<file path="src/rtl/dmsd_pkg.sv">
// Constants for the demodulator monitor sigma-delta converter
package dmsd_pkg;
	// Register indices
	localparam logic [3:0] DMSD_IDX_TEST = 4'hC;
	localparam logic [3:0] DMSD_IDX_OFFGAIN = 4'hD;
	localparam logic [3:0] DMSD_IDX_CTRL = 4'hE;
	localparam logic [3:0] DMSD_IDX_STATUS = 4'hF;
	// Test register fields
	localparam int DMSD_TMODE_LSB = 14;
	localparam int DMSD_TMODE_W = 5;
	localparam logic [4:0] DMSD_TMODE_PLAIN = 5'h07;
	localparam logic [4:0] DMSD_TMODE_OFFSET = 5'h0A;
	localparam logic [31:0] DMSD_TEST_RST = 32'h0000_0000;
	// Offset and gain register fields
	localparam int DMSD_OFF_LSB = 16;
	localparam int DMSD_OFF_W = 10;
	localparam int DMSD_GAIN_LSB = 26;
	localparam int DMSD_GAIN_W = 3;
	localparam logic [31:0] DMSD_OFFGAIN_RST = 32'h0000_0000;
	// Offset field is padded by 12 zero bits and shifted back, so it is not scaled
	localparam int DMSD_OFF_SHIFT = 12;
	// Control register: bit 0 selects the linear demodulator
	localparam int DMSD_CTRL_LIN = 0;
	localparam int DMSD_CTRL_W = 8;
	localparam logic [7:0] DMSD_CTRL_RST = 8'h00;
	localparam logic [7:0] DMSD_RECOV_DIV_RST = 8'h02;
	// Last count of the tick rate window
	localparam logic [7:0] DMSD_RATE_WIN = 8'hFF;
	// Nominal intermediate frequency and removable offset
	localparam int DMSD_IF_HZ = 200000;
	localparam int DMSD_MAX_OFF_HZ = 300000;
	// Converter states
	typedef enum logic [1:0] {
		DMSD_IDLE = 2'b00,
		DMSD_PLAIN = 2'b01,
		DMSD_OFFS = 2'b10
	} dmsd_mode_t;
endpackage

</file>
<file path="src/rtl/dmsd_buf2.sv">
// Two-entry buffer with valid and ready on both sides
`timescale 1ns/10ps
module dmsd_buf2 #(
	parameter int WIDTH = 16
) (
	// Clock and reset
	input wire logic mclk,
	input wire logic rstn,
	// Fill side
	input wire logic in_valid,
	output logic in_ready,
	input wire logic [WIDTH-1:0] in_data,
	// Drain side
	output logic out_valid,
	input wire logic out_ready,
	output logic [WIDTH-1:0] out_data
);
	logic [WIDTH-1:0] mem_r [2];
	logic rd_r;
	logic wr_r;
	logic [1:0] cnt_r;
	logic push;
	logic pop;

	initial begin
		if (WIDTH < 1) $error("width too small");
	end

	assign in_ready = (cnt_r != 2'd2);
	assign out_valid = (cnt_r != 2'd0);
	assign out_data = mem_r[rd_r];
	assign push = in_valid && in_ready;
	assign pop = out_valid && out_ready;

	always_ff @(posedge mclk) begin
		if (push) begin
			mem_r[wr_r] <= in_data;
		end
	end

	always_ff @(posedge mclk or negedge rstn) begin
		if (!rstn) begin
			rd_r <= 1'b0;
			wr_r <= 1'b0;
			cnt_r <= 2'd0;
		end else begin
			if (push) wr_r <= ~wr_r;
			if (pop) rd_r <= ~rd_r;
			cnt_r <= cnt_r + {1'b0, push} - {1'b0, pop};
		end
	end
endmodule

</file>
<file path="src/rtl/dmsd_mod2.sv">
// Second-order error-feedback sigma-delta modulator
`timescale 1ns/10ps
module dmsd_mod2 #(
	parameter int WIDTH = 16
) (
	// Clock and reset
	input wire logic mclk,
	input wire logic rstn,
	// Sample step and input word
	input wire logic step,
	input wire logic run,
	input wire logic signed [WIDTH-1:0] din,
	// Single-bit output
	output logic bit_out
);
	localparam int AW = WIDTH + 3;
	logic signed [AW-1:0] e1_r;
	logic signed [AW-1:0] e2_r;
	logic signed [AW-1:0] v;
	logic signed [AW-1:0] fb;
	logic signed [AW-1:0] err;

	initial begin
		if (WIDTH < 2) $error("width too small");
	end

	// v = x + 2e1 - e2, error feedback of (1 - z^-1)^2
	always_comb begin
		v = AW'(din) + (e1_r <<< 1) - e2_r;
		fb = v[AW-1] ? -AW'(signed'({1'b0, {(WIDTH-1){1'b1}}}))
			: AW'(signed'({1'b0, {(WIDTH-1){1'b1}}}));
		err = fb - v;
	end

	always_ff @(posedge mclk or negedge rstn) begin
		if (!rstn) begin
			e1_r <= '0;
			e2_r <= '0;
			bit_out <= 1'b0;
		end else if (!run) begin
			e1_r <= '0;
			e2_r <= '0;
			bit_out <= 1'b0;
		end else if (step) begin
			e2_r <= e1_r;
			e1_r <= -err;
			bit_out <= ~v[AW-1];
		end
	end
endmodule

</file>
<file path="src/rtl/dmsd_top.sv">
// Demodulator monitor sigma-delta converter, top level
`timescale 1ns/10ps
// How it works
// The 16-bit filter word becomes a one-bit stream by a second-order error-feedback modulator.
// While the converter is on, the stream appears on the bitstream output pin.
// The modulator steps on the recovery clock tick, the filter words arrive on the demodulator tick.
// Recovery ticks at or above the demodulator rate stop clock recovery, flagged in status.
// Test mode 7 enables the converter with no offset removal.
// Test mode 10 enables the converter with offset removal, meant for the linear demodulator.
// The converter input comes from whichever demodulator is active.
// Software programs half the measured intermediate frequency as the offset.
// In offset mode the converter input is two to the gain times signal minus offset.
// With neither mode selected the path is idle and the pin keeps its normal clock.
// The nominal intermediate frequency is 200 kHz.
// Software sets the recovery divider near 32 times the data rate.
module dmsd_top
	import dmsd_pkg::*;
#(
	parameter int WIDTH = 16
) (
	// Clock and reset
	input wire logic mclk,
	input wire logic rstn,
	// Register port
	input wire logic [3:0] reg_addr,
	input wire logic [31:0] reg_wdata,
	input wire logic reg_wr,
	input wire logic reg_rd,
	output logic [31:0] reg_rdata,
	// Demodulator filter outputs
	input wire logic demod_tick,
	input wire logic signed [WIDTH-1:0] corr_filt,
	input wire logic signed [WIDTH-1:0] lin_filt,
	// Recovery clock tick and normal clock output
	input wire logic recovery_tick,
	input wire logic normal_bitstream_output_pin,
	// Pin
	output logic bitstream_output_pin,
	output logic cdr_disabled
);
	logic [31:0] test_r;
	logic [31:0] offgain_r;
	logic [DMSD_CTRL_W-1:0] ctrl_r;
	dmsd_mode_t mode_r;
	dmsd_mode_t mode_nxt;
	logic [DMSD_TMODE_W-1:0] tmode;
	logic lin_sel;
	logic signed [WIDTH-1:0] src;
	logic signed [WIDTH+1:0] diff;
	logic signed [WIDTH+9:0] scaled;
	logic signed [WIDTH-1:0] conv_in;
	logic signed [WIDTH-1:0] sample_r;
	logic buf_in_ready;
	logic buf_out_valid;
	logic [WIDTH-1:0] buf_out_data;
	logic sd_bit;
	logic run;
	logic [7:0] rec_cnt_r;
	logic [7:0] dem_cnt_r;
	logic fast_r;
	logic drop_r;
	logic pin_r;
	logic [2:0] gain;
	logic signed [WIDTH+1:0] off_term;

	initial begin
		if (WIDTH != 16) $error("converter input is 16 bits");
		if (DMSD_IF_HZ > DMSD_MAX_OFF_HZ) begin
			$error("nominal offset not removable");
		end
	end

	assign tmode = test_r[DMSD_TMODE_LSB +: DMSD_TMODE_W];
	assign lin_sel = ctrl_r[DMSD_CTRL_LIN];
	assign gain = offgain_r[DMSD_GAIN_LSB +: DMSD_GAIN_W];

	// Register writes
	always_ff @(posedge mclk or negedge rstn) begin
		if (!rstn) begin
			test_r <= DMSD_TEST_RST;
			offgain_r <= DMSD_OFFGAIN_RST;
			ctrl_r <= DMSD_CTRL_RST;
		end else if (reg_wr) begin
			unique case (reg_addr)
				DMSD_IDX_TEST: test_r <= reg_wdata;
				DMSD_IDX_OFFGAIN: offgain_r <= reg_wdata;
				DMSD_IDX_CTRL: ctrl_r <= reg_wdata[DMSD_CTRL_W-1:0];
				default: ;
			endcase
		end
	end

	// Register reads, data one cycle later
	always_ff @(posedge mclk or negedge rstn) begin
		if (!rstn) begin
			reg_rdata <= '0;
		end else if (reg_rd) begin
			unique case (reg_addr)
				DMSD_IDX_TEST: reg_rdata <= test_r;
				DMSD_IDX_CTRL: reg_rdata <= {24'h000000, ctrl_r};
				DMSD_IDX_STATUS: reg_rdata <= {28'h0000000, drop_r,
					fast_r, mode_r};
				default: reg_rdata <= 32'h0000_0000;
			endcase
		end else begin
			reg_rdata <= 32'h0000_0000;
		end
	end

	// Converter mode decode
	always_comb begin
		if (tmode == DMSD_TMODE_PLAIN) begin
			mode_nxt = DMSD_PLAIN;
		end else if (tmode == DMSD_TMODE_OFFSET) begin
			mode_nxt = DMSD_OFFS;
		end else begin
			mode_nxt = DMSD_IDLE;
		end
	end

	always_ff @(posedge mclk or negedge rstn) begin
		if (!rstn) begin
			mode_r <= DMSD_IDLE;
		end else begin
			mode_r <= mode_nxt;
		end
	end

	assign run = (mode_r != DMSD_IDLE);

	// Active demodulator selects the source
	assign src = lin_sel ? lin_filt : corr_filt;

	// Offset removal and power-of-two gain
	assign off_term = (WIDTH+2)'(signed'({1'b0,
		offgain_r[DMSD_OFF_LSB +: DMSD_OFF_W], 12'h000}) >>> DMSD_OFF_SHIFT);
	always_comb begin
		if (mode_r == DMSD_OFFS) begin
			diff = (WIDTH+2)'(src) - off_term;
		end else begin
			diff = (WIDTH+2)'(src);
		end
		scaled = (WIDTH+10)'(diff) <<< gain;
		if (mode_r != DMSD_OFFS) begin
			conv_in = src;
		end else if (scaled > (WIDTH+10)'(32767)) begin
			conv_in = 16'h7FFF;
		end else if (scaled < -(WIDTH+10)'(32768)) begin
			conv_in = 16'h8000;
		end else begin
			conv_in = scaled[WIDTH-1:0];
		end
	end

	// Words cross from the demodulator tick to the recovery tick
	dmsd_buf2 #(
		.WIDTH(WIDTH)
	) dmsd_buf2_inst (
		.mclk(mclk),
		.rstn(rstn),
		.in_valid(demod_tick && run),
		.in_ready(buf_in_ready),
		.in_data(conv_in),
		.out_valid(buf_out_valid),
		.out_ready(recovery_tick),
		.out_data(buf_out_data)
	);

	// Sample held for the modulator
	always_ff @(posedge mclk or negedge rstn) begin
		if (!rstn) begin
			sample_r <= '0;
			drop_r <= 1'b0;
		end else begin
			if (!run) begin
				sample_r <= '0;
			end else if (buf_out_valid && recovery_tick) begin
				sample_r <= signed'(buf_out_data);
			end
			if (demod_tick && run && !buf_in_ready) begin
				drop_r <= 1'b1;
			end else if (reg_rd && reg_addr == DMSD_IDX_STATUS) begin
				drop_r <= 1'b0;
			end
		end
	end

	dmsd_mod2 #(
		.WIDTH(WIDTH)
	) dmsd_mod2_inst (
		.mclk(mclk),
		.rstn(rstn),
		.step(recovery_tick),
		.run(run),
		.din(sample_r),
		.bit_out(sd_bit)
	);

	// Compare tick rates over a window for the recovery flag
	always_ff @(posedge mclk or negedge rstn) begin
		if (!rstn) begin
			rec_cnt_r <= '0;
			dem_cnt_r <= '0;
			fast_r <= 1'b0;
		end else if (dem_cnt_r == DMSD_RATE_WIN) begin
			fast_r <= (rec_cnt_r >= dem_cnt_r);
			rec_cnt_r <= '0;
			dem_cnt_r <= '0;
		end else begin
			dem_cnt_r <= dem_cnt_r + {7'h00, demod_tick};
			if (rec_cnt_r != DMSD_RATE_WIN) begin
				rec_cnt_r <= rec_cnt_r + {7'h00, recovery_tick};
			end
		end
	end

	assign cdr_disabled = fast_r;

	// Pin mux
	always_ff @(posedge mclk or negedge rstn) begin
		if (!rstn) begin
			pin_r <= 1'b0;
		end else begin
			pin_r <= run ? sd_bit : normal_bitstream_output_pin;
		end
	end

	assign bitstream_output_pin = pin_r;
endmodule

</file>
<file path="config.mk">
export PLATFORM = sky130hd
export DESIGN_NAME = dmsd_top
export DESIGN_NICKNAME = d
export VERILOG_FILES = /design/src/rtl/dmsd_pkg.sv /design/src/rtl/dmsd_buf2.sv /design/src/rtl/dmsd_mod2.sv /design/src/rtl/dmsd_top.sv
export SDC_FILE = /design/constraint.sdc
export NUM_CORES = 1
export LEC_CHECK = 0
export BUFFER_PORTS_ARGS = -buffer_cell sky130_fd_sc_hd__buf_2
export CORE_MARGIN = 2
export CORE_UTILIZATION = 66
export CTS_CLUSTER_SIZE = 16
export DETAILED_ROUTE_END_ITERATION = 10
export GPL_ROUTABILITY_DRIVEN = 0
export GPL_TIMING_DRIVEN = 0
export PLACE_DENSITY = 0.87
export SYNTH_ARGS = -nofsm -noshare
export SYNTH_HDL_FRONTEND = slang
export SYNTH_HIERARCHICAL = 1
export SYNTH_SLANG_ARGS = --single-unit
export TNS_END_PERCENT = 1
</file>
<file path="constraint.sdc">
create_clock -name mclk -period 9.13 [get_ports mclk]
set_input_delay 1.826 -clock mclk [delete_from_list [all_inputs] [get_ports mclk]]
set_output_delay 1.826 -clock mclk [all_outputs]
set_load 0.01 [all_outputs]
</file>
==> results of run 1 <==
cell usage in the layout (no fill, tap or decap), types with 5 or more instances in the layout:
| cell type | Yosys | routed |
|---|---|---|
| edfxtp_1 | 32 | 32 |
| nand3_1 | 17 | 17 |
| xor2_1 | 11 | 11 |
| nor2_1 | 74 | 73 |
| clkbuf_16 | 0 | 17 |
| mux2i_1 | 58 | 58 |
| dfrtp_1 | 165 | 165 |
| inv_1 | 115 | 115 |
| ha_1 | 52 | 52 |
| nor3_1 | 22 | 22 |
| inv_8 | 0 | 5 |
| buf_1 | 5 | 5 |
| nand2b_1 | 13 | 13 |
| and3_1 | 8 | 8 |
| buf_6 | 5 | 5 |
| or2_2 | 5 | 5 |
| nor2b_1 | 37 | 37 |
| or3_1 | 6 | 6 |
| o21a_1 | 10 | 10 |
| and2_1 | 34 | 34 |
| xnor2_1 | 37 | 37 |
| buf_2 | 8 | 114 |
| a211o_1 | 5 | 5 |
| fa_1 | 20 | 20 |
| a21oi_1 | 58 | 58 |
| o21ai_1 | 7 | 7 |
| a211oi_1 | 14 | 14 |
| nand4_1 | 9 | 9 |
| nand2_1 | 62 | 62 |
| clkbuf_1 | 29 | 29 |
| o22ai_1 | 7 | 7 |
| a31oi_1 | 11 | 11 |
| o211ai_1 | 13 | 13 |
| a21o_1 | 14 | 14 |
| mux2_2 | 85 | 85 |
| o21ai_0 | 34 | 34 |
| a22o_1 | 16 | 16 |
logic make-up (layout without fill, tap and decap cells):
logic type / count (synthesis) / after routing / synth area share [%]
AOI/OAI and AO/OA: 261 / 261 / 16.0
xor gates and xnor gates: 49 / 49 / 3.50
adders and majority gates: 72 / 72 / 8.43
buffers and inverters: 163 / 303 / 5.32
DFF: 197 / 197 / 40.8
muxes: 144 / 144 / 12.5
and+or+nand+nor: 315 / 315 / 13.5
metal layers:
metal,global-route usage (%),up-vias,wire (microns),share of wire (%)
met2,54.9,384,14900,50
li1,-,4506,-,-
met1,36.6,4823,11800,40
met4,13.1,0,1190,4.0
met5,0,-,0,0
met3,5.87,93,1720,5.8
metrics by stage:
stage          cell area [sq um]  util, %
6_report                   14000     75.0
2_1_floorplan              12500        -
3_5_place_dp               13300     71.5
5_1_grt                    14000     75.0
3_3_place_gp               13300     71.3
4_1_cts                    14000     75.0
worst max-delay path by stage:
stage | end | cells past startpoint
finish | dmsd_mod2_inst/e1_r[17]$_DFFE_PN0P_ | 21
global route | dmsd_mod2_inst/e1_r[17]$_DFFE_PN0P_ | 21
CTS | dmsd_mod2_inst/e1_r[17]$_DFFE_PN0P_ | 21
detailed placement | dmsd_mod2_inst/e1_r[17]$_DFFE_PN0P_ | 21
global placement | dmsd_mod2_inst/e1_r[17]$_DFFE_PN0P_ | 21
floorplan | dmsd_mod2_inst/e1_r[17]$_DFFE_PN0P_ | 21
sequential cells by signal, summed over array words and instances (netlist names), 2 cells and up:
register / cells
dmsd_buf2_inst/cnt_r: 2
dmsd_mod2_inst/e1_r: 19
mode_r: 2
dem_cnt_r: 8
dmsd_mod2_inst/e2_r: 19
sample_r: 16
reg_rdata: 32
rec_cnt_r: 8
dmsd_buf2_inst/mem_r: 32
ctrl_r: 8
test_r: 32
offgain_r: 13
final cells by class:
type	instances	area (sq um)
fill	1216	4670
buffer	48	231
clock buffer	17	425
timing repair buffer	108	573
clock inverter	15	211
tap	234	293
sequential	197	5090
inverter	115	432
multi-input combinational	841	6720
==> summary.txt, run 1 <==
Global routing
  • Number of global-route vias before repair: 10027
  • Initial antenna violation count: 0
  • Global-route wire length before repair: 49000 microns
  • GR Overflow Total: 0
  • Total Routing Usage GR: 30.8%
  • Largest net degree at the start of global routing: 131

CTS
  • Clock Latency Late Sink: 0.44 ns
  • Setup bufs post-CTS: 0
  • Sink Count: 197
  • Root Driver: clkbuf_16
  • CTS Hold Bufs: 0
  • CTS Buf Count: 17
  • CTS resizes: 0
  • CTS tree: built
  • Longest Clk Path Bufs: 2
  • Clock slew at reported path FFs: 0.09 ns
  • Htree depth: 4

Placement
  • Dpl ws: 3.10 ns
  • Post-Place Cells: 1543
  • IO buf count: 107
  • DP HPWL: 21500 microns

Die
  • Die ar.: 20000 sq um
  • Die Y: 141 microns
  • Initial core utilization: 66.9%
  • Num rows: 50
  • Core ar.: 18600 sq um
  • Ports: 109
  • Die Wd: 141 microns

Hold path
  • Hold EP: mode_r[1]$_DFF_PN0_
  • Worst hold path stage count: 1
  • Worst min-delay path category: register to register
  • Hold path startpoint: test_r[16]$_DFFE_PN0P_

Setup path
  • Reg-to-reg critical path startpoint: dmsd_mod2_inst/e1_r[3]$_DFFE_PN0P_
  • Critical path peak fanout: 18
  • CP Class: register to register
  • CP arrival: 6.53 ns
  • Slowest cell on crit path: a2111oi_1
  • Crit Reg-Reg Endpoint: dmsd_mod2_inst/e1_r[17]$_DFFE_PN0P_
  • CP peak stage delay: 0.72 ns
  • CP cell instances: inv_1 -> fa_1 -> inv_1 -> ha_1 -> a21o_1 -> a221oi_2 -> a211o_2 -> a21oi_2 -> nor2_2 -> buf_2 -> ha_1 -> nor2b_1 -> o21ai_0 -> a2111oi_2 -> o211ai_1 -> a2111oi_1 -> a311oi_2 -> a21oi_1 -> o31ai_2 -> or3_1 -> o211ai_1
  • Critical path endpoint category: register
  • Buf/Inv on CP: 3
  • Family with the most delay on the worst path: compound AO/OA/AOI/OAI gates
  • Startpoint Class: register
  • Register-to-register setup slack: 2.95 ns
  • FF-to-FF path depth: 21
  • Critical path launch point: dmsd_mod2_inst/e1_r[3]$_DFFE_PN0P_
  • Critical Path RT: 9.48 ns

Timing
  • Tightest Pin Transition: 0.968 ns
  • TNS Setup: 0 ns
  • Fin crit period: 6.18 ns
  • RSZ-0062 raised after global routing: false
  • Final Hold Viols: 0
  • Peak Freq: 0.162 GHz
  • Relative slew margins: 35.5%
  • Final worst slack: 2.95 ns
  • Setup violators final: 0
  • Final period util: 67.7%
  • Worst Skew: 0.0129 ns
  • Final Max Tran Viols: 0
  • Worst hold margin: 0.485 ns

Cells and area
  • Post-Layout Cell Count: 1575
  • # diodes: 0
  • Share of cells above drive strength 1: 21.6%
  • Area grow syn2layout: 12.1%
  • Layout net count: 1475

Synthesis
  • Yosys top cell by area: dfrtp_1
  • Post-Syn Instances: 1201
  • Syn_nets: 1348
  • Post-synth EDFFs: 32
  • Sequential share of the synthesized area: 40.8%
  • Yosys top cell area share: 33.1%
  • Ys flop type: dfrtp_1
  • Synth cell count leaders: dfrtp_1 (165), inv_1 (115), mux2_2 (85), nor2_1 (74), nand2_1 (62)
  • Count leader, synth: dfrtp_1
  • Synthesized area per cell: 10.4 sq um
  • Unique masters post-synth: 99
  • Synth area leaders: dfrtp_1 (33%), edfxtp_1 (7.7%), mux2_2 (7.7%)
  • Asr flop ratio synth: 83.8%
  • Mapped Area: 12500 sq um
  • Register bit count reported by yosys: 197
  • Warnings from Yosys: 6

Routing
  • Post-DR wirelength/cell: 18.8 microns
  • Final ANT Viol Nets: 0
  • DR iter-0 viols: 747
  • DRT Pass-1 Iters: 7
  • Vias per cell: 6.23
  • Post-Route WL: 29600 microns
  • Total number of vias: 9806
  • DRC violations left: 0

Run
  • Max_cap viols: 0

Status
  • Outcome: finished, final reports clean
Power of run 1 is left out: the tool's default activity adds up to more than one toggle a clock period on the data nets, which glitch-free logic cannot reach.
==> run 2: changes to the inputs <==
- ABC_AREA: default -> 1
- CORE_UTILIZATION: 66 -> 61
- PLACE_DENSITY: 0.87 -> 0.81
- clock period: 9.13 -> 6.4 ns (I/O delays scaled with it)
==> run 2 against run 1 <==
Die area grew 9.2%. Worst hold slack lost 0.014 ns. Synthesized cell count grew 40%. Critical endpoint is now dmsd_mod2_inst/e1_r[15]$_DFFE_PN0P_. Largest cell class unchanged.
==> summary.txt, run 2 <==
Placement
  • Dpl ws: 1.97 ns (-1.13 ns)
  • IO buf count: 108 (+0.93%)
  • DP HPWL: 22500 microns (+4.4%)
  • Post-Place Cells: 2059 (+33%)

Synthesis
  • Synth area leaders: dfrtp_1 (33%), nand2_1 (15%), edfxtp_1 (7.6%)
  • Syn_nets: 1827 (+36%)
  • Unique masters post-synth: 57 (-42%)
  • Count leader, synth: nand2_1
  • Sequential share of the synthesized area: 40.3% (-0.47 points)
  • Yosys top cell by area: dfrtp_1
  • Asr flop ratio synth: 83.8% (unchanged)
  • Warnings from Yosys: 6 (unchanged)
  • Ys flop type: dfrtp_1
  • Post-Syn Instances: 1680 (+40%)
  • Post-synth EDFFs: 32 (unchanged)
  • Synth cell count leaders: nand2_1 (500), inv_1 (250), dfrtp_1 (165), nand3_1 (143), nor2_1 (127)
  • Register bit count reported by yosys: 197 (unchanged)
  • Yosys top cell area share: 32.7% (-0.38 points)
  • Synthesized area per cell: 7.51 sq um (-28%)
  • Mapped Area: 12600 sq um (+1.2%)

Timing
  • Fin crit period: 4.24 ns (-1.94 ns)
  • Setup violators final: 0 (unchanged)
  • Peak Freq: 0.236 GHz (+46%)
  • Relative slew margins: 23.1% (-12 points)
  • Final period util: 66.2% (-1.5 points)
  • Final Hold Viols: 0 (unchanged)
  • Worst hold margin: 0.471 ns (-0.0144 ns)
  • Final Max Tran Viols: 0 (unchanged)
  • RSZ-0062 raised after global routing: false
  • Worst Skew: 0.0165 ns (+0.00358 ns)
  • Tightest Pin Transition: 1.15 ns (+0.178 ns)
  • Final worst slack: 2.16 ns (-0.789 ns)
  • TNS Setup: 0 ns (unchanged)

Routing
  • DR iter-0 viols: 606 (-19%)
  • Top Layer Used: met4
  • Vias per cell: 5.29 (-15%)
  • Post-DR wirelength/cell: 14.1 microns (-25%)
  • Total number of vias: 11074 (+13%)
  • Wire length on met2: 15100 microns (+1.8%)
  • Final ANT Viol Nets: 0 (unchanged)
  • Wire length on met3: 1290 microns (-25%)
  • DRT Pass-1 Iters: 5 (-2)
  • Post-Route M1 WL: 12300 microns (+4.0%)
  • Post-Route WL: 29400 microns (-0.62%)
  • DRC violations left: 0 (unchanged)

Die
  • Ports: 109 (unchanged)
  • Core ar.: 20200 sq um (+8.5%)
  • Die ar.: 21800 sq um (+9.2%)
  • Die Wd: 148 microns (+4.5%)
  • Die Y: 148 microns (+4.5%)
  • Num rows: 52 (+4.0%)
  • Initial core utilization: 62.3% (-4.6 points)

Cells and area
  • Biggest regs: dmsd_buf2_inst/mem_r: 32 flops, reg_rdata: 32 flops, test_r: 32 flops
  • Share of cells above drive strength 1: 14.0% (-7.6 points)
  • Area grow syn2layout: 12.6%
  • Most frequent cells in the layout: nand2_1 (500), inv_1 (250), dfrtp_1 (165)
  • Commonest non-fill, non-tap cell in the layout: nand2_1
  • # diodes: 0 (unchanged)
  • Layout net count: 1956 (+33%)
  • Filler instances: 1624 (+34%)
  • Post-Layout Cell Count: 2092 (+33%)

Setup path
  • Crit Reg-Reg Endpoint: dmsd_mod2_inst/e1_r[15]$_DFFE_PN0P_
  • Startpoint Class: register
  • CP arrival: 4.56 ns (-1.97 ns)
  • FF-to-FF path depth: 27 (+29%)
  • Register-to-register setup slack: 2.16 ns (-0.79 ns)
  • Critical Path RT: 6.72 ns (-2.76 ns)
  • CP Class: register to register
  • Reg-to-reg critical path startpoint: sample_r[8]$_DFFE_PN0P_
  • Critical path endpoint category: register
  • Critical path peak fanout: 18 (unchanged)

CTS
  • CTS Hold Bufs: 0 (unchanged)
  • CTS resizes: 0 (unchanged)
  • Clock slew at reported path FFs: 0.09 ns (about the same)
  • Clock Latency Late Sink: 0.44 ns (about the same)
  • CTS tree: built
  • Sink Count: 197 (unchanged)
  • CTS Buf Count: 17 (unchanged)
  • Setup bufs post-CTS: 0 (unchanged)
  • Longest Clk Path Bufs: 2 (unchanged)
  • Htree depth: 4 (unchanged)
  • Root Driver: clkbuf_16

Global routing
  • Number of global-route vias before repair: 10782 (+7.5%)
  • GR Overflow Total: 0 (unchanged)
  • Global-route wire length before repair: 49800 microns (+1.6%)
  • Largest net degree at the start of global routing: 109 (-17%)
  • Total Routing Usage GR: 28.1% (-2.7 points)
  • Initial antenna violation count: 0 (unchanged)

Hold path
  • Hold path startpoint: test_r[17]$_DFFE_PN0P_
  • Worst hold path stage count: 1 (unchanged)
  • Worst min-delay path category: register to register
  • Hold EP: mode_r[0]$_DFF_PN0_

Run
  • Max_cap viols: 0 (unchanged)

Status
  • Outcome: finished, final reports clean
run 2: cell families (layout without fill, tap and decap cells):
kind of cell,Yosys count,after routing,share of synthesized area [%]
flip-flops,197,197,40.3
AO/OA/AOI/OAI,202,202,9.11
multiplexers,3,3,0.238
XOR/XNOR,20,20,1.45
AND/OR/NAND/NOR,878,878,30.6
adder cells (fa/ha/maj),72,72,8.33
buffers and inverters,308,450,9.95
run 2: how the worst max path moves through the flow:
stage,startpoint,endpoint,cells past startpoint
2_1_floorplan,lin_filt[0],dmsd_buf2_inst/mem_r[0][4]$_DFFE_PP_,21
3_3_place_gp,rstn,dmsd_mod2_inst/e1_r[5]$_DFFE_PN0P_,1
3_5_place_dp,lin_filt[0],dmsd_buf2_inst/mem_r[1][9]$_DFFE_PP_,22
4_1_cts,sample_r[8]$_DFFE_PN0P_,dmsd_mod2_inst/e1_r[9]$_DFFE_PN0P_,25
5_1_grt,sample_r[8]$_DFFE_PN0P_,dmsd_mod2_inst/e1_r[9]$_DFFE_PN0P_,26
6_report,sample_r[8]$_DFFE_PN0P_,dmsd_mod2_inst/e1_r[15]$_DFFE_PN0P_,27
run 2: final cells by class:
cell class / count / area (sq um) / share of cell area, %
Buffer: 48 / 264 / 1.86
Clock buffer: 17 / 425 / 2.99
Clock inverter: 15 / 241 / 1.70
Inverter: 260 / 991 / 6.98
Multi-Input combinational cell: 1175 / 6270 / 44.1
Sequential cell: 197 / 5090 / 35.8
Tap cell: 270 / 338 / 2.38
Timing Repair Buffer: 110 / 586 / 4.12
run 2: critical path, stage by stage (launching register included):
cell      delay [ns]
dfrtp_1         0.36
inv_1           0.07
fa_1            0.53
inv_1           0.05
ha_1            0.39
nand2_2         0.17
inv_2           0.05
a21oi_2         0.18
nand3_2         0.14
nand2_2         0.13
nand2_4         0.07
nand2_4         0.10
nand2_4         0.06
buf_8           0.17
ha_1            0.36
nand2_1         0.06
nor2_1          0.10
a211oi_1        0.06
nor2_1          0.22
nand3_2         0.12
nand2_1         0.12
nand2_2         0.08
nand2_1         0.11
nand3b_1        0.12
nand2_1         0.09
nand2_1         0.05
nand3_1         0.10
nand2_1         0.06
run 2: metrics by stage:
step	instance area (sq um)	utilization, %
after CTS	14200	70.2
after floorplan	12600	-
final	14200	70.2
after global routing	14200	70.2
after global placement	13500	66.7
after detailed placement	13500	66.9
run 2: routing by layer:
metal / GRT usage [%] / vias to the layer above
met1: 34.9 / 5143
met3: 4.01 / 47
met2: 50.3 / 308
li1: - / 5576
met5: 0 / -
met4: 9.90 / 0
Power of run 2 is left out for the same reason.
==> run 3: changes to the inputs <==
- CORE_UTILIZATION: 61 -> 55
- PLACE_DENSITY: 0.81 -> 0.77
- clock period: 6.4 -> 3.8 ns (I/O delays scaled with it)
==> run 3 against run 2 <==
Clock skew shrank 0.0034 ns. Cell count grew 2.3%. Critical path depth shrank 5. Non-clock buffer count grew 34. Worst hold slack lost 0.24 ns. Worst setup slack lost 2.1 ns.
==> summary.txt, run 3 (synthesized netlist as in run 2, its figures left out) <==
Status
  • Outcome: finished, final reports clean

Global routing
  • Number of global-route vias before repair: 10791 (+0.083%)
  • Total Routing Usage GR: 25.6% (-2.5 points)
  • Initial antenna violation count: 1 (+1)
  • Largest net degree at the start of global routing: 93 (-15%)
  • GR Overflow Total: 0 (unchanged)
  • Global-route wire length before repair: 50000 microns (+0.40%)

Cells and area
  • Share of cells above drive strength 1: 19.8% (+5.8 points)
  • Finished Cell Area: 15000 sq um (+5.8%)
  • Biggest regs: dmsd_buf2_inst/mem_r: 32 flops, reg_rdata: 32 flops, test_r: 32 flops
  • Layout net count: 1990 (+1.7%)
  • Commonest non-fill, non-tap cell in the layout: nand2_1
  • Most frequent cells in the layout: nand2_1 (480), inv_1 (237), dfrtp_1 (164)
  • # diodes: 0 (unchanged)
  • Area grow syn2layout: 19.1%
  • Filler instances: 1823 (+12%)

Die
  • Ports: 109 (unchanged)
  • Die Wd: 155 microns (+5.2%)
  • Initial core utilization: 55.9% (-6.5 points)
  • Die ar.: 24200 sq um (+11%)
  • Core ar.: 22600 sq um (+12%)
  • Num rows: 55 (+5.8%)
  • Die Y: 155 microns (+5.2%)

Timing
  • RSZ-0062 raised after global routing: true
  • Final Hold Viols: 0 (unchanged)
  • Final Max Tran Viols: 0 (unchanged)
  • Setup violators final: 0 (unchanged)
  • Peak Freq: 0.265 GHz (+12%)
  • Worst hold margin: 0.235 ns (-0.235 ns)
  • Worst Skew: 0.0131 ns (-0.00338 ns)
  • Tightest Pin Transition: 1.27 ns (+0.126 ns)
  • Relative slew margins: 14.6% (-8.5 points)
  • Final period util: 99.4% (+33 points)
  • Fin crit period: 3.78 ns (-0.461 ns)

Setup path
  • CP cell instances: inv_1 -> fa_1 -> inv_1 -> ha_4 -> nand2_1 -> nand2_1 -> a21oi_2 -> buf_4 -> buf_4 -> nor2_1 -> nor2_1 -> nand2_1 -> a31oi_2 -> xnor2_1 -> ha_1 -> buf_4 -> a21oi_1 -> nand2_1 -> a21oi_1 -> nand3_1 -> nand3_1 -> nand2_1
  • CP dominant cell by count: nand2_1
  • Slowest cell on crit path: fa_1
  • Reg-to-reg critical path startpoint: sample_r[7]$_DFFE_PN0P_
  • Buf/Inv on CP: 5 (+1)
  • Register-to-register setup slack: 0.02 ns (-2.14 ns)
  • Crit Reg-Reg Endpoint: dmsd_mod2_inst/e1_r[17]$_DFFE_PN0P_
  • Critical path peak fanout: 4 (-14)
  • CP arrival: 4.13 ns (-0.43 ns)
  • FF-to-FF path depth: 22 (-19%)
  • CP Class: register to register
  • Family with the most delay on the worst path: adder cells
  • Startpoint Class: register
  • Critical Path RT: 4.15 ns (-2.57 ns)
  • Critical path endpoint category: register
  • CP peak stage delay: 0.54 ns (about the same)

CTS
  • Htree depth: 4 (unchanged)
  • Longest Clk Path Bufs: 2 (unchanged)
  • CTS tree: built
  • Clock Latency Late Sink: 0.46 ns (+0.02 ns)
  • Clock slew at reported path FFs: 0.10 ns (about the same)
  • CTS Buf Count: 17 (unchanged)
  • Root Driver: clkbuf_16
  • Sink Count: 197 (unchanged)

Placement
  • DP HPWL: 22600 microns (+0.41%)
  • IO buf count: 108 (unchanged)
  • DP Area: 13600 sq um (+0.14%)

Routing
  • Post-DR wirelength/cell: 14.7 microns (+4.4%)
  • Post-Route WL: 31500 microns (+6.8%)
  • DR iter-0 viols: 750 (+24%)
  • Total number of vias: 11359 (+2.6%)
  • Final ANT Viol Nets: 0 (unchanged)
  • DRT Pass-1 Iters: 6 (+1)
  • Vias per cell: 5.31 (+0.23%)
  • DRC violations left: 0 (unchanged)

Hold path
  • Worst min-delay path category: input pin to asynchronous set/reset pin

Run
  • Max_cap viols: 0 (unchanged)
## run 3: cell count changes in the layout (fill, tap and decap cells not counted), sizes merged
cell	delta
buf	+32
clkbuf	+2
inv	+1
clkinv	-1
## run 3: repair_timing
item / 4_1_cts / 5_1_grt
gates resized for setup: 20 / 86
pin swaps: 4 / 37
cloned: 0 / 2
setup buffers: 4 / 31
hold buffers: 0 / 0
setup endpoints to repair: 44 / 45
## run 3: routing by layer
layer	vias up	track usage (%)	wire, microns
met4	2	8.74	769
met2	334	46.4	16200
li1	5637	-	-
met1	5317	31.6	13000
met3	69	3.31	1470
met5	-	0	13
## run 3: area by class of cell
type	count	area [sq um]	area share, %
Multi-Input combinational cell	1175	6750	44.9
Clock inverter	15	248	1.65
Tap cell	285	357	2.37
Inverter	260	991	6.59
Timing Repair Buffer	147	913	6.08
Buffer	45	251	1.67
Clock buffer	17	425	2.83
Sequential cell	197	5090	33.9
## run 3: metrics by stage
step / cells / setup slack [ns] / utilization [%] / TNS, ns
2_1_floorplan: 1680 / 0.163 / - / 0
3_3_place_gp: 2073 / -0.540 / 59.9 / -89.37
5_1_grt: 2141 / -0.152 / 66.6 / -0.843
3_5_place_dp: 2074 / -0.448 / 60.0 / -7.85
6_report: 2141 / 0.0224 / 66.6 / 0
4_1_cts: 2109 / -0.162 / 63.7 / -0.514
## run 3: worst max-delay path by stage
| stage | start | to | slack, ns | cells past startpoint |
|---|---|---|---|---|
| 2_1_floorplan | sample_r[15]$_DFFE_PN0P_ | dmsd_mod2_inst/e1_r[15]$_DFFE_PN0P_ | 0.16 | 24 |
| 3_3_place_gp | rstn | dmsd_mod2_inst/e1_r[7]$_DFFE_PN0P_ | -0.54 | 1 |
| 3_5_place_dp | sample_r[15]$_DFFE_PN0P_ | dmsd_mod2_inst/e1_r[9]$_DFFE_PN0P_ | -0.45 | 24 |
| 4_1_cts | sample_r[5]$_DFFE_PN0P_ | dmsd_mod2_inst/e1_r[9]$_DFFE_PN0P_ | -0.16 | 28 |
| 5_1_grt | sample_r[9]$_DFFE_PN0P_ | dmsd_mod2_inst/e1_r[17]$_DFFE_PN0P_ | -0.15 | 22 |
| 6_report | sample_r[7]$_DFFE_PN0P_ | dmsd_mod2_inst/e1_r[17]$_DFFE_PN0P_ | 0.02 | 22 |
Power of run 3 is left out for the same reason.
